<file path="src/rtl/qrc_pkg.sv">
/*
  shared constants and types for the quasi-resonant switch controller.
  assumes a single 25 MHz core clock; all times are turned into cycles here.
*/
package qrc_pkg;

  // ------------------------------------------------------------
  // clock
  // ------------------------------------------------------------
  localparam int CLK_PERIOD_NS = 40; // 25 MHz core clock

  // ------------------------------------------------------------
  // times, in their own units, and derived cycle counts
  // ------------------------------------------------------------
  localparam int SS_TIME_MS = 12; // whole soft-start period
  localparam int SS_STEPS = 4; // number of limit steps
  localparam int SS_STEP_CYC = SS_TIME_MS * 1000000 / CLK_PERIOD_NS / SS_STEPS;
  localparam int EVAL_TIME_MS = 48; // up/down counter evaluation period
  localparam int EVAL_CYC = EVAL_TIME_MS * 1000000 / CLK_PERIOD_NS;
  localparam int OVP_TIME_US = 100; // overvoltage persistence, least time
  localparam int OVP_CYC = (OVP_TIME_US * 1000 + CLK_PERIOD_NS - 1) / CLK_PERIOD_NS;
  localparam int MAX_OFF_TIME_US = 50; // keeps switching above 20 kHz, longest time
  localparam int MAX_OFF_CYC = MAX_OFF_TIME_US * 1000 / CLK_PERIOD_NS;
  localparam int MAX_ON_TIME_NS = 22000; // longest on time
  localparam int MAX_ON_CYC = MAX_ON_TIME_NS / CLK_PERIOD_NS;
  localparam int LEB_TIME_NS = 220; // leading edge blanking, least time
  localparam int LEB_CYC = (LEB_TIME_NS + CLK_PERIOD_NS - 1) / CLK_PERIOD_NS;
  localparam int RING_SHORT_TIME_NS = 2500; // short ringing suppression
  localparam int RING_SHORT_CYC = (RING_SHORT_TIME_NS + CLK_PERIOD_NS - 1) / CLK_PERIOD_NS;
  localparam int RING_LONG_TIME_NS = 5000; // long ringing suppression
  localparam int RING_LONG_CYC = (RING_LONG_TIME_NS + CLK_PERIOD_NS - 1) / CLK_PERIOD_NS;

  // ------------------------------------------------------------
  // counter widths and limits
  // ------------------------------------------------------------
  localparam int TMR_W = 12; // short timers, all counts below 4096
  localparam logic [2:0] UD_MIN = 3'h1; // up/down counter floor
  localparam logic [2:0] UD_MAX = 3'h7; // up/down counter ceiling
  localparam logic [2:0] VALLEY_MAX = 3'h7; // valley counter ceiling
  localparam logic [2:0] VALLEY_CLR = 3'h0; // valley counter after turn-on
  localparam logic [1:0] SS_FIRST = 2'h0; // lowest soft-start limit step
  localparam logic [1:0] SS_LAST = 2'h3; // full limit step

  // ------------------------------------------------------------
  // comparator pin bit positions
  // ------------------------------------------------------------
  localparam int PIN_FB_LOW = 0;
  localparam int PIN_FB_HIGH = 1;
  localparam int PIN_FB_FAST = 2;
  localparam int PIN_AUX_VALLEY = 3;
  localparam int PIN_AUX_OVP = 4;
  localparam int PIN_AUX_RING = 5;
  localparam int PIN_SENSE_FB = 6;
  localparam int PIN_SENSE_LIM = 7;
  localparam int PIN_LINE_HIGH = 8;
  localparam int PIN_N = 9;

  // ------------------------------------------------------------
  // switching states
  // ------------------------------------------------------------
  typedef enum logic [1:0] {
    QRC_ST_OFF = 2'b00,
    QRC_ST_ON = 2'b01,
    QRC_ST_LATCH = 2'b10
  } qrc_state_t;

endpackage

</file>
<file path="src/rtl/qrc_pin_if.sv">
/*
  carrier for the comparator pins between the top and the synchroniser.
  assumes raw levels are asynchronous to sys_clk.
*/
`timescale 1ns/1ns
interface qrc_pin_if #(parameter int W = 9);
  logic [W-1:0] raw; // asynchronous comparator levels
  logic [W-1:0] clean; // filtered, clock-aligned levels
  modport sync (input raw, output clean);
  modport core (output raw, input clean);
endinterface

</file>
<file path="src/rtl/qrc_pin_sync.sv">
/*
  three-stage synchroniser with agreement filter, one per comparator pin.
  assumes the carrier interface raw levels are asynchronous to sys_clk.
*/
`timescale 1ns/1ns
module qrc_pin_sync #(
  parameter int W = 9
) (
  // clock and reset
  input wire logic sys_clk,
  input wire logic arst_n,
  // pins
  qrc_pin_if.sync pins
);

  // ------------------------------------------------------------
  // stages
  // ------------------------------------------------------------
  logic [W-1:0] s1_q; // first stage, read only by s2
  logic [W-1:0] s2_q;
  logic [W-1:0] s3_q;
  logic [W-1:0] clean_q; // accepted level
  logic [W-1:0] clean_d;

  // accept a change once stages two and three agree
  for (genvar i = 0; i < W; i++) begin : g_bit
    always_comb begin
      clean_d[i] = (s2_q[i] == s3_q[i]) ? s3_q[i] : clean_q[i];
    end
  end

  // register the chain
  always_ff @(posedge sys_clk or negedge arst_n) begin
    if (!arst_n) begin
      s1_q <= '0;
      s2_q <= '0;
      s3_q <= '0;
      clean_q <= '0;
    end else begin
      s1_q <= pins.raw;
      s2_q <= s1_q;
      s3_q <= s2_q;
      clean_q <= clean_d;
    end
  end

  assign pins.clean = clean_q;

endmodule

</file>
<file path="src/rtl/qrc_switch_ctrl.sv">
/*
  quasi-resonant flyback switch controller core: soft-start, valley
  selection, ringing suppression, on/off time limits, overvoltage latch.
  assumes analog comparators outside; their results arrive asynchronously.
*/
`timescale 1ns/1ns
// Operation
// [RULE1] soft-start limit rises in four steps
// [RULE2] valleys turn on, current sense turns off
// [RULE3] three feedback thresholds, one update per period
// [RULE4] always below low: count up to seven
// [RULE5] above low only: counter holds
// [RULE6] above high, not fast: count down
// [RULE7] fast-reset threshold forces counter to one
// [RULE8] counter stays between one and seven
// [RULE9] counter starts at one
// [RULE10] line level selects hysteresis thresholds
// [RULE11] count falling valley crossings while off
// [RULE12] valley counter clears at each turn-on
// [RULE13] persistent overvoltage while off latches off
// [RULE14] overvoltage must persist one hundred microseconds
// [RULE15] ringing suppression length from aux level
// [RULE16] no turn-on during ringing suppression
// [RULE17] turn on when valleys reach counter
// [RULE18] maximum off time forces turn-on
// [RULE19] sensed current above feedback turns off
// [RULE20] blank current sense after turn-on
// [RULE21] maximum on time forces turn-off
// [RULE22] sticky threshold flags per period
// [RULE23] equal soft-start steps, final level holds
module qrc_switch_ctrl
  import qrc_pkg::*;
#(
  parameter int SS_STEP_CYCLES = qrc_pkg::SS_STEP_CYC,
  parameter int EVAL_CYCLES = qrc_pkg::EVAL_CYC
) (
  // clock and reset
  input wire logic sys_clk,
  input wire logic arst_n,
  // feedback comparators
  input wire logic fb_above_low_hyst,
  input wire logic fb_above_high_hyst,
  input wire logic fb_above_fast_reset,
  // auxiliary-sense comparators
  input wire logic aux_below_valley,
  input wire logic aux_above_ovp,
  input wire logic aux_above_ringing_select,
  // current-sense comparators
  input wire logic sense_above_feedback,
  input wire logic sense_above_softstart_limit,
  // line level detector
  input wire logic line_high,
  // gate drive, analog steering and latch-off status
  output logic gate_drive,
  output logic [1:0] softstart_step,
  output logic hyst_thresh_sel,
  output logic latched_off
);
  import qrc_pkg::*;

  localparam int SSW = $clog2(SS_STEP_CYCLES);
  localparam int EVW = $clog2(EVAL_CYCLES);

  // ------------------------------------------------------------
  // pin synchronisers
  // ------------------------------------------------------------
  qrc_pin_if #(.W(PIN_N)) pins ();

  assign pins.raw[PIN_FB_LOW] = fb_above_low_hyst;
  assign pins.raw[PIN_FB_HIGH] = fb_above_high_hyst;
  assign pins.raw[PIN_FB_FAST] = fb_above_fast_reset;
  assign pins.raw[PIN_AUX_VALLEY] = aux_below_valley;
  assign pins.raw[PIN_AUX_OVP] = aux_above_ovp;
  assign pins.raw[PIN_AUX_RING] = aux_above_ringing_select;
  assign pins.raw[PIN_SENSE_FB] = sense_above_feedback;
  assign pins.raw[PIN_SENSE_LIM] = sense_above_softstart_limit;
  assign pins.raw[PIN_LINE_HIGH] = line_high;

  qrc_pin_sync #(.W(PIN_N)) u_sync (
    .sys_clk(sys_clk),
    .arst_n(arst_n),
    .pins(pins)
  );

  // clean levels by name
  logic fb_low, fb_high, fb_fast, aux_valley, aux_ovp, aux_ring, sense_fb, sense_lim;
  assign fb_low = pins.clean[PIN_FB_LOW];
  assign fb_high = pins.clean[PIN_FB_HIGH];
  assign fb_fast = pins.clean[PIN_FB_FAST];
  assign aux_valley = pins.clean[PIN_AUX_VALLEY];
  assign aux_ovp = pins.clean[PIN_AUX_OVP];
  assign aux_ring = pins.clean[PIN_AUX_RING];
  assign sense_fb = pins.clean[PIN_SENSE_FB];
  assign sense_lim = pins.clean[PIN_SENSE_LIM];

  // ------------------------------------------------------------
  // switching state
  // ------------------------------------------------------------
  qrc_state_t state_q, state_d; // off, on or latched
  logic gate_q, gate_d, latch_q, latch_d; // gate drive and latch-off flops
  logic [TMR_W-1:0] on_q, on_d; // cycles since turn-on
  logic [TMR_W-1:0] off_q, off_d; // cycles since turn-off
  logic [TMR_W-1:0] ring_q, ring_d; // suppression cycles left
  logic [TMR_W-1:0] ovp_q, ovp_d; // overvoltage persistence
  logic [2:0] valley_q, valley_d; // valley counter
  logic valley_prev_q; // previous valley comparator level
  logic [2:0] ud_q, ud_d; // valley to switch on at
  logic turn_on, turn_off, ovp_hit, blank_done;

  // decide the next switching event
  always_comb begin
    state_d = state_q;
    on_d = on_q;
    off_d = off_q;
    ring_d = ring_q;
    ovp_d = ovp_q;
    valley_d = valley_q;
    turn_on = 1'b0;
    turn_off = 1'b0;
    blank_done = (on_q >= TMR_W'(LEB_CYC)); // [RULE20]
    ovp_hit = 1'b0;
    case (state_q)
      QRC_ST_OFF: begin
        // overvoltage must persist while off; the count holds over on-times, where the pin is clamped
        if (aux_ovp) begin
          ovp_d = ovp_q + 1'b1;
          ovp_hit = (ovp_q == TMR_W'(OVP_CYC - 1)); // [RULE13] [RULE14]
        end else begin
          ovp_d = '0;
        end
        // suppression countdown
        if (ring_q != '0) begin
          ring_d = ring_q - 1'b1;
        end
        // off-time counter saturates at the limit
        if (off_q != TMR_W'(MAX_OFF_CYC - 1)) begin
          off_d = off_q + 1'b1;
        end
        // falling crossing below the valley threshold
        if (aux_valley && !valley_prev_q && valley_q != VALLEY_MAX) begin
          valley_d = valley_q + 1'b1; // [RULE11]
        end
        if (ovp_hit) begin
          state_d = QRC_ST_LATCH; // [RULE13]
        end else if (ring_q == '0) begin // [RULE16]
          if (valley_q >= ud_q || off_q == TMR_W'(MAX_OFF_CYC - 1)) begin // [RULE17] [RULE18] [RULE2]
            turn_on = 1'b1;
          end
        end
        if (turn_on) begin
          state_d = QRC_ST_ON;
          on_d = '0;
          valley_d = VALLEY_CLR; // [RULE12]
        end
      end
      QRC_ST_ON: begin
        on_d = on_q + 1'b1;
        if (on_q == TMR_W'(MAX_ON_CYC - 1)) begin
          turn_off = 1'b1; // [RULE21]
        end else if (blank_done && (sense_fb || sense_lim)) begin
          turn_off = 1'b1; // [RULE19] [RULE2] [RULE1]
        end
        if (turn_off) begin
          state_d = QRC_ST_OFF;
          off_d = '0;
          // longer suppression while aux stays low
          ring_d = aux_ring ? TMR_W'(RING_SHORT_CYC) : TMR_W'(RING_LONG_CYC); // [RULE15]
        end
      end
      QRC_ST_LATCH: begin
        state_d = QRC_ST_LATCH; // held until the next reset
      end
      default: begin
        state_d = QRC_ST_OFF;
      end
    endcase
    gate_d = (state_d == QRC_ST_ON);
    latch_d = (state_d == QRC_ST_LATCH);
  end

  // register the switching state
  always_ff @(posedge sys_clk or negedge arst_n) begin
    if (!arst_n) begin
      state_q <= QRC_ST_OFF;
      gate_q <= 1'b0;
      latch_q <= 1'b0;
      on_q <= '0;
      off_q <= '0;
      ring_q <= '0;
      ovp_q <= '0;
      valley_q <= VALLEY_CLR;
      valley_prev_q <= 1'b0;
    end else begin
      state_q <= state_d;
      gate_q <= gate_d;
      latch_q <= latch_d;
      on_q <= on_d;
      off_q <= off_d;
      ring_q <= ring_d;
      ovp_q <= ovp_d;
      valley_q <= valley_d;
      valley_prev_q <= aux_valley;
    end
  end

  // ------------------------------------------------------------
  // up/down counter and evaluation period
  // ------------------------------------------------------------
  logic [EVW-1:0] eval_q, eval_d; // position in the period
  logic seen_low_q, seen_low_d; // sticky: above low threshold
  logic seen_high_q, seen_high_d; // sticky: above high threshold
  logic seen_fast_q, seen_fast_d; // sticky: above fast-reset threshold
  logic hyst_q, hyst_d; // threshold set for line level
  logic any_low, any_high, any_fast;

  // evaluate the feedback once per period; fast reset also acts in any cycle
  always_comb begin
    ud_d = ud_q;
    eval_d = eval_q + 1'b1;
    any_low = seen_low_q | fb_low;
    any_high = seen_high_q | fb_high;
    any_fast = seen_fast_q | fb_fast;
    seen_low_d = any_low; // [RULE22]
    seen_high_d = any_high;
    seen_fast_d = any_fast;
    hyst_d = pins.clean[PIN_LINE_HIGH]; // [RULE10]
    if (eval_q == EVW'(EVAL_CYCLES - 1)) begin // [RULE3]
      eval_d = '0;
      if (any_fast) begin
        ud_d = UD_MIN; // [RULE7]
      end else if (any_high) begin
        if (ud_q != UD_MIN) begin
          ud_d = ud_q - 1'b1; // [RULE6] [RULE8]
        end
      end else if (any_low) begin
        ud_d = ud_q; // [RULE5]
      end else if (ud_q != UD_MAX) begin
        ud_d = ud_q + 1'b1; // [RULE4] [RULE8]
      end
      // restart flags; a level present now is kept for the next period
      seen_low_d = fb_low; // [RULE22]
      seen_high_d = fb_high;
      seen_fast_d = fb_fast;
    end
    if (fb_fast) begin
      ud_d = UD_MIN; // [RULE7]
    end
  end

  // register the counter group
  always_ff @(posedge sys_clk or negedge arst_n) begin
    if (!arst_n) begin
      ud_q <= UD_MIN; // [RULE9]
      eval_q <= '0;
      seen_low_q <= 1'b0;
      seen_high_q <= 1'b0;
      seen_fast_q <= 1'b0;
      hyst_q <= 1'b0;
    end else begin
      ud_q <= ud_d;
      eval_q <= eval_d;
      seen_low_q <= seen_low_d;
      seen_high_q <= seen_high_d;
      seen_fast_q <= seen_fast_d;
      hyst_q <= hyst_d;
    end
  end

  // ------------------------------------------------------------
  // soft-start limit steps
  // ------------------------------------------------------------
  logic [1:0] ss_q, ss_d; // current limit step
  logic [SSW-1:0] ss_cnt_q, ss_cnt_d; // cycles within the step

  // equal steps, last one holds until reset
  always_comb begin
    ss_d = ss_q;
    ss_cnt_d = ss_cnt_q;
    if (ss_q != SS_LAST) begin
      if (ss_cnt_q == SSW'(SS_STEP_CYCLES - 1)) begin
        ss_cnt_d = '0;
        ss_d = ss_q + 1'b1; // [RULE1] [RULE23]
      end else begin
        ss_cnt_d = ss_cnt_q + 1'b1;
      end
    end
  end

  // register the soft-start group
  always_ff @(posedge sys_clk or negedge arst_n) begin
    if (!arst_n) begin
      ss_q <= SS_FIRST;
      ss_cnt_q <= '0;
    end else begin
      ss_q <= ss_d;
      ss_cnt_q <= ss_cnt_d;
    end
  end

  // ------------------------------------------------------------
  // outputs
  // ------------------------------------------------------------
  assign gate_drive = gate_q;
  assign softstart_step = ss_q;
  assign hyst_thresh_sel = hyst_q;
  assign latched_off = latch_q;
endmodule

</file>
<file path="config.mk">
export PLATFORM = sky130hd
export DESIGN_NAME = qrc_switch_ctrl
export DESIGN_NICKNAME = d
export VERILOG_FILES = /design/src/rtl/qrc_pkg.sv /design/src/rtl/qrc_pin_if.sv /design/src/rtl/qrc_pin_sync.sv /design/src/rtl/qrc_switch_ctrl.sv
export SDC_FILE = /design/constraint.sdc
export NUM_CORES = 1
export LEC_CHECK = 0
export BUFFER_PORTS_ARGS = -buffer_cell sky130_fd_sc_hd__buf_2
export CAP_MARGIN = 20
export CORE_ASPECT_RATIO = 0.7
export CORE_MARGIN = 3
export CORE_UTILIZATION = 45
export CTS_CLUSTER_DIAMETER = 120
export DETAILED_ROUTE_END_ITERATION = 8
export MAX_ROUTING_LAYER = met4
export PLACE_DENSITY = 0.63
export SLEW_MARGIN = 15
export SYNTH_ARGS = -nofsm -noshare
export SYNTH_HDL_FRONTEND = slang
export SYNTH_SLANG_ARGS = --single-unit
</file>
<file path="constraint.sdc">
create_clock -name sys_clk -period 2.8 [get_ports sys_clk]
set_input_delay 0.14 -clock sys_clk [delete_from_list [all_inputs] [get_ports sys_clk]]
set_output_delay 0.14 -clock sys_clk [all_outputs]
set_load 0.05 [all_outputs]
</file>
### After elaboration in Yosys (flattened, before gate mapping)

Index checks and enable logic that the tools add are counted.

* order comparisons: 2
* multiplexer cells: 37
* reductions and logical operators: 19
* $add $sub $neg: 10
* equality and inequality tests: 29
* bitwise logic cells: 3

Operators by type and width (number)
* $mux 12: 6
* $pmux 12 s2: 3
* $add 12x1->12 const B: 3
* $mux 3: 9
* $add 21x1->21 const B: 1
* $eq 21x21->1 const B: 1
* $mux 21: 1
* $add 17x1->17 const B: 1
* $eq 17x17->1 const B: 1
* $mux 17: 1
* $eq 12x10->1 const B: 1
* $eq 12x11->1 const B: 1
* $eq 12x12->1 const B: 1
* $ge 12x3->1 const B: 1
* $logic_not 12->1: 1
* $mux 1: 12
* $ne 12x11->1 const B: 1
* $reduce_bool 12->1: 1
* $sub 12x1->12 const B: 1
* $eq 1x1->1: 9
* $ne 2x2->1 const B: 4
* $ne 4x1->1 const B: 2
* $mux 7: 1
* $add 3x1->3 const B: 2
* 20 further kinds: 35

* flip-flop bits (word level): 139
* input port bits: 11
* output and inout bits: 5
* logic and storage cells: 129

### Depth between registers and ports, before layout

Gate-level depths: netlist of the first run.

* word-level depth: 9
* gate-level depth with buffers: 9

### Cells and area by module

Synthesis of the first run repeated with hierarchy kept, for this count alone.

* cell total of the unflattened synthesis: 617
* area total of the unflattened synthesis: 6447.4 µm²

By module, submodules not included
* qrc_switch_ctrl: times used 1, seq. area each 2578.7 µm², cells an instance 572, area an instance 5445.2 µm²
* qrc_pin_sync: times used 1, seq. area each 900.9 µm², cells an instance 45, area an instance 1002.2 µm²

### Worst setup path after synthesis of the first run

Ideal clock, no wire load.

* path type: reg-to-reg
* from: register ovp_q[4]
* to: register on_q[10]
* data required time: 2.713 ns
* setup slack: 0.602 ns
* stages on the path, launching flop included: 7
* period minus slack after synthesis: 2.198 ns
* arrival time: 2.111 ns
* buffers on the path: 0
* cell sequence: dfrtp_1 or4_1 or4_4 o2111a_4 or2_4 and3_1 a211oi_2

* word-level cells in the longest chain between the ends: 7

Ends and longest elaborated chain
* start, declared: RTL line qrc_switch_ctrl.sv:104 `logic [TMR_W-1:0] ovp_q, ovp_d;`
* start signal, assigned: RTL line qrc_switch_ctrl.sv:200 `ovp_q <= ovp_d;`
* $eq 12x12->1: RTL line qrc_switch_ctrl.sv:127 `ovp_hit = (ovp_q == TMR_W'(OVP_CYC - 1));`
* $mux 1: RTL line qrc_switch_ctrl.sv:125 `if (aux_ovp) begin`
* $mux 1: RTL line qrc_switch_ctrl.sv:122 `case (state_q)`
* $mux 1: RTL line qrc_switch_ctrl.sv:143 `if (ovp_hit) begin`
* $mux 1: RTL line qrc_switch_ctrl.sv:122
* $ne 2x1->1 (no source line)
* $reduce_and 2->1 (no source line)
* end signal, assigned: RTL line qrc_switch_ctrl.sv:197 `on_q <= on_d;`
* end, declared: RTL line qrc_switch_ctrl.sv:101 `logic [TMR_W-1:0] on_q, on_d;`

No other way between the ends. The select of a mux whose other input is x is not followed.
A chain may end at the register's enable or synchronous reset.

### Worst setup path after layout of the first run

* from: register on_q[1]
* to: register off_q[8]

* word-level cells in the longest chain between the ends: 7
* elaborated cells on any way between the ends: 8
* those cells by class: 1 x order compare; 2 x eq/ne; 3 x mux; 2 x reduce/logical

Ends and longest elaborated chain
* $ge 12x3->1: RTL line qrc_switch_ctrl.sv:120 `blank_done = (on_q >= TMR_W'(LEB_CYC));`
* $logic_and 1x1->1: RTL line qrc_switch_ctrl.sv:160 `end else if (blank_done && (sense_fb || sense_lim)) begin`
* $mux 1: RTL line qrc_switch_ctrl.sv:160
* $mux 1 (*): RTL line qrc_switch_ctrl.sv:158 `if (on_q == TMR_W'(MAX_ON_CYC - 1)) begin`
* $mux 1 (*): RTL line qrc_switch_ctrl.sv:122
* $ne 2x2->1 (no source line) (*)
* $reduce_and 3->1 (no source line) (*)
* end signal, assigned: RTL line qrc_switch_ctrl.sv:188 `off_q <= '0;`
* end signal, assigned: RTL line qrc_switch_ctrl.sv:198 `off_q <= off_d;`
* end, declared: RTL line qrc_switch_ctrl.sv:102 `logic [TMR_W-1:0] off_q, off_d;`

Mark *: on every way between the ends. The rest lies on a longest branch, timed or not. The select of a mux whose other input is x is not followed.

==> results of run 1 <==
## how the worst max path moves through the flow
stage	startpoint	end	slack [ns]	cells after the start
after global routing	on_q[1]$_DFFE_PN0P_	off_q[8]$_DFFE_PN0P_	0.03	8
after detailed placement	on_q[1]$_DFFE_PN0P_	off_q[8]$_DFFE_PN0P_	0.33	8
after global placement	on_q[1]$_DFFE_PN0P_	off_q[8]$_DFFE_PN0P_	0.40	8
after floorplan	ovp_q[4]$_DFFE_PN0P_	on_q[10]$_DFFE_PN0P_	0.60	6
after CTS	on_q[1]$_DFFE_PN0P_	off_q[8]$_DFFE_PN0P_	0.31	8
final	on_q[1]$_DFFE_PN0P_	off_q[8]$_DFFE_PN0P_	0.30	8
## worst reg2reg max path: cells and delay by family, from the launching register on
| kind | cells | cell delay (ns) |
|---|---|---|
| flops | 1 | 0.43 |
| compound gates | 1 | 0.48 |
| buf+inv | 1 | 0.10 |
| fa+ha+maj | 1 | 0.13 |
| simple gates | 5 | 1.30 |
## timing repair
item,CTS,global route
buffers inserted,0,0
hold buffers,10,0
hold endpoints to repair,70,0
gates resized for setup,0,0
## area by class of cell
type	count	area, um2	area share, %
inverters	19	71.3	0.962
clock inverters	14	126	1.70
repair buffers	39	299	4.03
well taps	185	231	3.12
flip-flops and latches	139	3480	46.9
multi-input cells	438	2780	37.5
clock buffers	18	429	5.79
## state kept, by name, indices dropped and copies added, names as in the netlist
signal	count
ovp_q	12
seen_fast_q	1
seen_low_q	1
hyst_thresh_sel	1
ss_cnt_q	17
seen_high_q	1
u_sync.s1_q	9
softstart_step	2
on_q	12
gate_drive	1
valley_prev_q	1
u_sync.s3_q	9
ud_q	3
valley_q	3
off_q	12
state_q	2
ring_q	12
u_sync.pins.clean	9
eval_q	21
u_sync.s2_q	9
latched_off	1
## Yosys cell counts, types with 9 or more instances
cell | count | area share, %
nor2_1 | 65 | 3.8
or3_1 | 14 | 1.4
nand4_1 | 11 | 1.1
inv_1 | 18 | 1.1
and3_1 | 15 | 1.5
o31ai_1 | 9 | 1.1
nor4_1 | 9 | 0.88
nor3_1 | 15 | 1.2
xor2_1 | 24 | 3.3
ha_1 | 20 | 3.9
dfrtp_1 | 138 | 54
nand2_1 | 47 | 2.8
xnor2_1 | 20 | 2.7
maj3_1 | 9 | 1.4
nand3_1 | 43 | 3.4
clkbuf_1 | 9 | 0.53
a21oi_1 | 20 | 1.6
o21ai_0 | 36 | 2.8
## power groups by stage
stage	clock [mW]	sequential, mW	combinational [mW]
3_3_place_gp	0	2.55	0.899
4_1_cts	2.14	2.53	0.974
6_report	2.10	2.53	0.964
5_1_grt	2.25	2.58	1.12
3_5_place_dp	0	2.56	0.963
2_1_floorplan	0	2.49	0.706
## routing by layer
layer / vias up / global-route usage [%] / part of all wire, %
met5: - / - / 0
met4: 0 / 5.27 / 1.0
met3: 14 / 4.13 / 4.7
met2: 101 / 24.0 / 43
met1: 2274 / 25.4 / 51
li1: 2261 / - / -
## cell families (layout without fill, tap and decap cells)
family | count (synthesis) | count (layout) | synth area share [%]
and+or+nand+nor | 264 | 264 | 21.5
DFF | 139 | 139 | 54.6
AOI/OAI and AO/OA | 94 | 94 | 9.55
xor gates and xnor gates | 44 | 44 | 6.04
buffers and inverters | 31 | 90 | 1.86
adders and majority gates | 29 | 29 | 5.34
muxes | 7 | 7 | 1.12
## metrics by stage
step,utilization [%],std cells
final,55.0,852
after detailed placement,50.1,810
after global placement,50.1,810
after global routing,55.0,852
after floorplan,-,608
after CTS,55.0,852
==> flow_metrics.env, run 1 <==
export IMPL_place_area_mm2=0.00676
export IMPL_firstDrtPassIters=5
export IMPL_cts_inserted_buffers=17
export IMPL_pwr_share_seq_pct=45.3
export IMPL_totalWireLength_um=12200
export IMPL_antenna_cells=0
export IMPL_cts_tree="yes"
export IMPL_vias=4650
export IMPL_synthArstFlopShare_pct=100
export IMPL_min_path_type="in -> async"
export IMPL_finalClockSkew_ns=0.0103
export IMPL_worstReg2RegEnd="off_q[8]$_DFFE_PN0P_"
export IMPL_fp_row_count=35
export IMPL_fin_total_pwr_mw=5.59
export IMPL_avgSynthCellArea_um2=10.5
export IMPL_grt_pass1_wl_um=21500
export IMPL_ios=16
export IMPL_insertion_delay_ns=0.42
export IMPL_path_buf_inv=1
export IMPL_avgRoutedWirePerCell_um=14.3
export IMPL_yosysWarningCount=0
export IMPL_critPathSlowestCell="or4_1"
export IMPL_place_congestion=0.870
export IMPL_ir_worst_vdd_mv=0.496
export IMPL_required_ns=3.15
export IMPL_cp_max_fo=8
export IMPL_ys_ff_latch=139
export IMPL_crit_path_start_kind="register"
export IMPL_setup_tns_ns=0
export IMPL_layout_common_cells="dfrtp_1 (138), nor2_1 (65), nand2_1 (47), nand3_1 (43), o21ai_0 (36)"
export IMPL_report_final_slew_viol_count=0
export IMPL_p_clk_share_pct=37.5
export IMPL_grt_pass1_vias=4446
export IMPL_die_h_um=106
export IMPL_via_per_inst=5.46
export IMPL_hold_viol=0
export IMPL_numClockSinks=139
export IMPL_clk_path_buf_depth=2
export IMPL_intPower_mw=3.84
export IMPL_grt_usage_pct=17.3
export IMPL_cp_top_family="simple AND/OR/NAND/NOR gates"
export IMPL_arrival_ns=2.86
export IMPL_max_stage_delay_ns=0.54
export IMPL_fill_cells=1211
export IMPL_worstMarginPinSlew_ns=0.608
export IMPL_min_period_over_period_pct=89.4
export IMPL_antenna_found_initial=0
export IMPL_die_area_mm2=0.0157
export IMPL_cp_common_cell="nand3_1"
export IMPL_reg2reg_depth=8
export IMPL_htreeDepth=4
export IMPL_p_sw_share_pct=31.3
export IMPL_final_nets=685
export IMPL_final_common_cell="dfrtp_1"
export IMPL_p_comb_share_pct=17.2
export IMPL_switchingPower_mw=1.75
export IMPL_synth_cell_type_count=60
export IMPL_worst_slack_ns=0.296
export IMPL_drc_errors=0
export IMPL_max_cap_violations=0
export IMPL_die_w_um=148
export IMPL_setup_violations=0
export IMPL_p_per_area_mw_per_mm2=754
export IMPL_area_delta_synth_final_pct=16.3
export IMPL_syn_area_mm2=0.00638
export IMPL_rr_startpoint="on_q[1]$_DFFE_PN0P_"
export IMPL_grt_remaining_overflow=0
export IMPL_pre_cts_slack_ns=0.328
export IMPL_holdWs_ns=0.287
export IMPL_dp_hpwl_um=8440
export IMPL_drtIter0Drc=435
export IMPL_ant_nets=0
export IMPL_crit_type="reg -> reg"
export IMPL_drive_gt1_share_pct=11.4
export IMPL_synthCells=608
export IMPL_synth_ff_type="dfrtp_1"
export IMPL_synth_enable_flop_cells=0
export IMPL_crit_chain="inv_1 -> ha_1 -> and4_1 -> nand3_1 -> a31oi_1 -> nand3_1 -> or4_1 -> nand2_1"
export IMPL_port_buffers=15
export IMPL_core_area_mm2=0.0135
export IMPL_p_leak_nw=3.31
export IMPL_initial_core_util_pct=47.3
export IMPL_endpoint_kind="register"
export IMPL_grt_max_degree=65
export IMPL_cts_root_buf="clkbuf_16"
export IMPL_rsz0062_at_grt="false"
export IMPL_design_area_mm2=0.00742
export IMPL_path_clk_slew_ns=0.06
export IMPL_fmax_mhz=399
export IMPL_period_minus_slack_ns=2.50
export IMPL_ys_seq_area_share_pct=54.6
export IMPL_slew_headroom_pct=58.9
export IMPL_ff2ff_setup_slack_ns=0.30
export IMPL_status="completed"
export IMPL_synth_nets=639
(Power assumes the default switching activity.)
==> run 2, diff against run 1 <==
--- a/config.mk
+++ b/config.mk
@@ -13,7 +13,7 @@
 export CTS_CLUSTER_DIAMETER = 120
 export DETAILED_ROUTE_END_ITERATION = 8
 export MAX_ROUTING_LAYER = met4
-export PLACE_DENSITY = 0.63
+export PLACE_DENSITY = 0.65
 export SLEW_MARGIN = 15
 export SYNTH_ARGS = -nofsm -noshare
 export SYNTH_HDL_FRONTEND = slang
==> constraint.sdc (replaced) <==
create_clock -name sys_clk -period 2.1 [get_ports sys_clk]
set_input_delay 0.105 -clock sys_clk [delete_from_list [all_inputs] [get_ports sys_clk]]
set_output_delay 0.105 -clock sys_clk [all_outputs]
set_load 0.05 [all_outputs]
==> flow_metrics.env, run 2 (same netlist as run 1, synthesis figures left out) <==
export IMPL_clk_path_buf_depth=2
export IMPL_die_h_um=106
export IMPL_status="finished with violations"
export IMPL_cts_tree="yes"
export IMPL_holdWs_ns=0.194
export IMPL_crit_type="reg -> reg"
export IMPL_via_per_inst=5.40
export IMPL_antenna_found_initial=0
export IMPL_max_cap_violations=0
export IMPL_design_area_mm2=0.00810
export IMPL_final_common_cell="dfrtp_1"
export IMPL_area_delta_synth_final_pct=27.0
export IMPL_grt_max_degree=65
export IMPL_die_area_mm2=0.0157
export IMPL_avgRoutedWirePerCell_um=14.6
export IMPL_path_clk_slew_ns=0.06
export IMPL_fp_row_count=35
export IMPL_numPlacedInstances=856
export IMPL_place_area_mm2=0.00711
export IMPL_drive_gt1_share_pct=23.3
export IMPL_firstDrtPassIters=5
export IMPL_port_buffers=15
export IMPL_grt_usage_pct=18.1
export IMPL_crit_path_start_kind="register"
export IMPL_layout_common_cells="dfrtp_1 (137), nor2_1 (63), buf_4 (61), nand2_1 (46), nand3_1 (38)"
export IMPL_grt_pass1_wl_um=22300
export IMPL_min_period_over_period_pct=106
export IMPL_fmax_mhz=450
export IMPL_ant_nets=0
export IMPL_cts_root_buf="clkbuf_16"
export IMPL_die_w_um=148
export IMPL_setup_violations=13
export IMPL_largest_register="eval_q"
export IMPL_core_area_mm2=0.0135
export IMPL_htreeDepth=4
export IMPL_required_ns=2.43
export IMPL_antenna_cells=0
export IMPL_drc_errors=0
export IMPL_worstMarginPinSlew_ns=0.584
export IMPL_violations="negative setup slack"
export IMPL_hold_viol=0
export IMPL_endpoint_kind="register"
export IMPL_report_final_slew_viol_count=0
export IMPL_cp_max_fo=4
export IMPL_initial_core_util_pct=47.3
export IMPL_cts_inserted_buffers=17
export IMPL_crit_path_start="ovp_q[10]$_DFFE_PN0P_"
export IMPL_insertion_delay_ns=0.42
export IMPL_period_minus_slack_ns=2.22
export IMPL_rr_startpoint="ovp_q[10]$_DFFE_PN0P_"
export IMPL_final_nets=740
export IMPL_place_congestion=0.867
export IMPL_pre_cts_slack_ns=-0.181
export IMPL_slew_headroom_pct=60.9
export IMPL_instances_no_fill=907
export IMPL_worst_slack_ns=-0.124
export IMPL_top_regs="eval_q: 21 flops, ss_cnt_q: 17 flops"
export IMPL_grt_remaining_overflow=0
export IMPL_dp_hpwl_um=8980
export IMPL_numClockSinks=139
export IMPL_ios=16
export IMPL_totalWireLength_um=13200
export IMPL_drtIter0Drc=282
export IMPL_min_path_type="in -> async"
export IMPL_setup_tns_ns=-0.503
export IMPL_vias=4898
export IMPL_rsz0062_at_grt="true"
export IMPL_arrival_ns=2.55
export IMPL_grt_pass1_vias=4688
export IMPL_ir_worst_vdd_mv=0.636
export IMPL_largest_register_ff_count=21
export IMPL_p_per_area_mw_per_mm2=984
export IMPL_finalClockSkew_ns=0.0113
export IMPL_p_leak_nw=3.65
run 2: metal layers:
layer	global-route usage [%]	part of all wire (%)	vias up
li1	-	-	2378
met1	25.8	50	2392
met2	25.9	45	110
met3	4.04	3.5	18
met4	6.06	1.5	0
met5	-	0	-
run 2: worst paths after layout:
kind	to	slack [ns]	cells after the start
max	on_q[10]$_DFFE_PN0P_	-0.12	6
min	on_q[2]$_DFFE_PN0P_	0.19	2
max reg2reg	on_q[10]$_DFFE_PN0P_	-0.12	6
min reg2reg	u_sync.s2_q[7]$_DFF_PN0_	0.35	0
max in group asynchronous	valley_q[1]$_DFFE_PN0P_	1.16	3
min in group sys_clk	u_sync.s1_q[6]$_DFF_PN0_	0.32	2
run 2: per-stage QoR:
stage / power, mW / utilization, %
global placement: 4.81 / 52.7
CTS: 7.84 / 58.6
finish: 7.97 / 60.0
floorplan: 4.28 / -
detailed placement: 4.90 / 52.7
global route: 8.45 / 60.0
run 2: power by group:
group          switching [mW]  total (mW)  internal, mW
clock network            1.24        2.83          1.58
logic                   0.911        1.77         0.864
registers               0.359        3.37          3.01
total                    2.51        7.97          5.46
run 2: cell type report:
class                           instances  area, um2
Multi-Input combinational cell        438       3000
Timing Repair Buffer                   94        742
Clock buffer                           18        439
Tap cell                              185        231
Clock inverter                         14        128
Sequential cell                       139       3480
Inverter                               19       71.3
Fill cell                            1100       5390
run 2: repair_timing:
action,CTS,global route
resized for setup,19,47
hold buffers,10,0
setup buffers,4,5
endpoints found under the setup margin,29,31
endpoints found under the hold margin,57,0
pin swaps,8,29
run 2: critical path: stages, from the launching register on:
cell and delay [ns]:
dfrtp_1 0.38, or4_4 0.53, or4_4 0.44, o2111a_4 0.18, or2_4 0.26, and3_4 0.17
a211oi_2 0.18
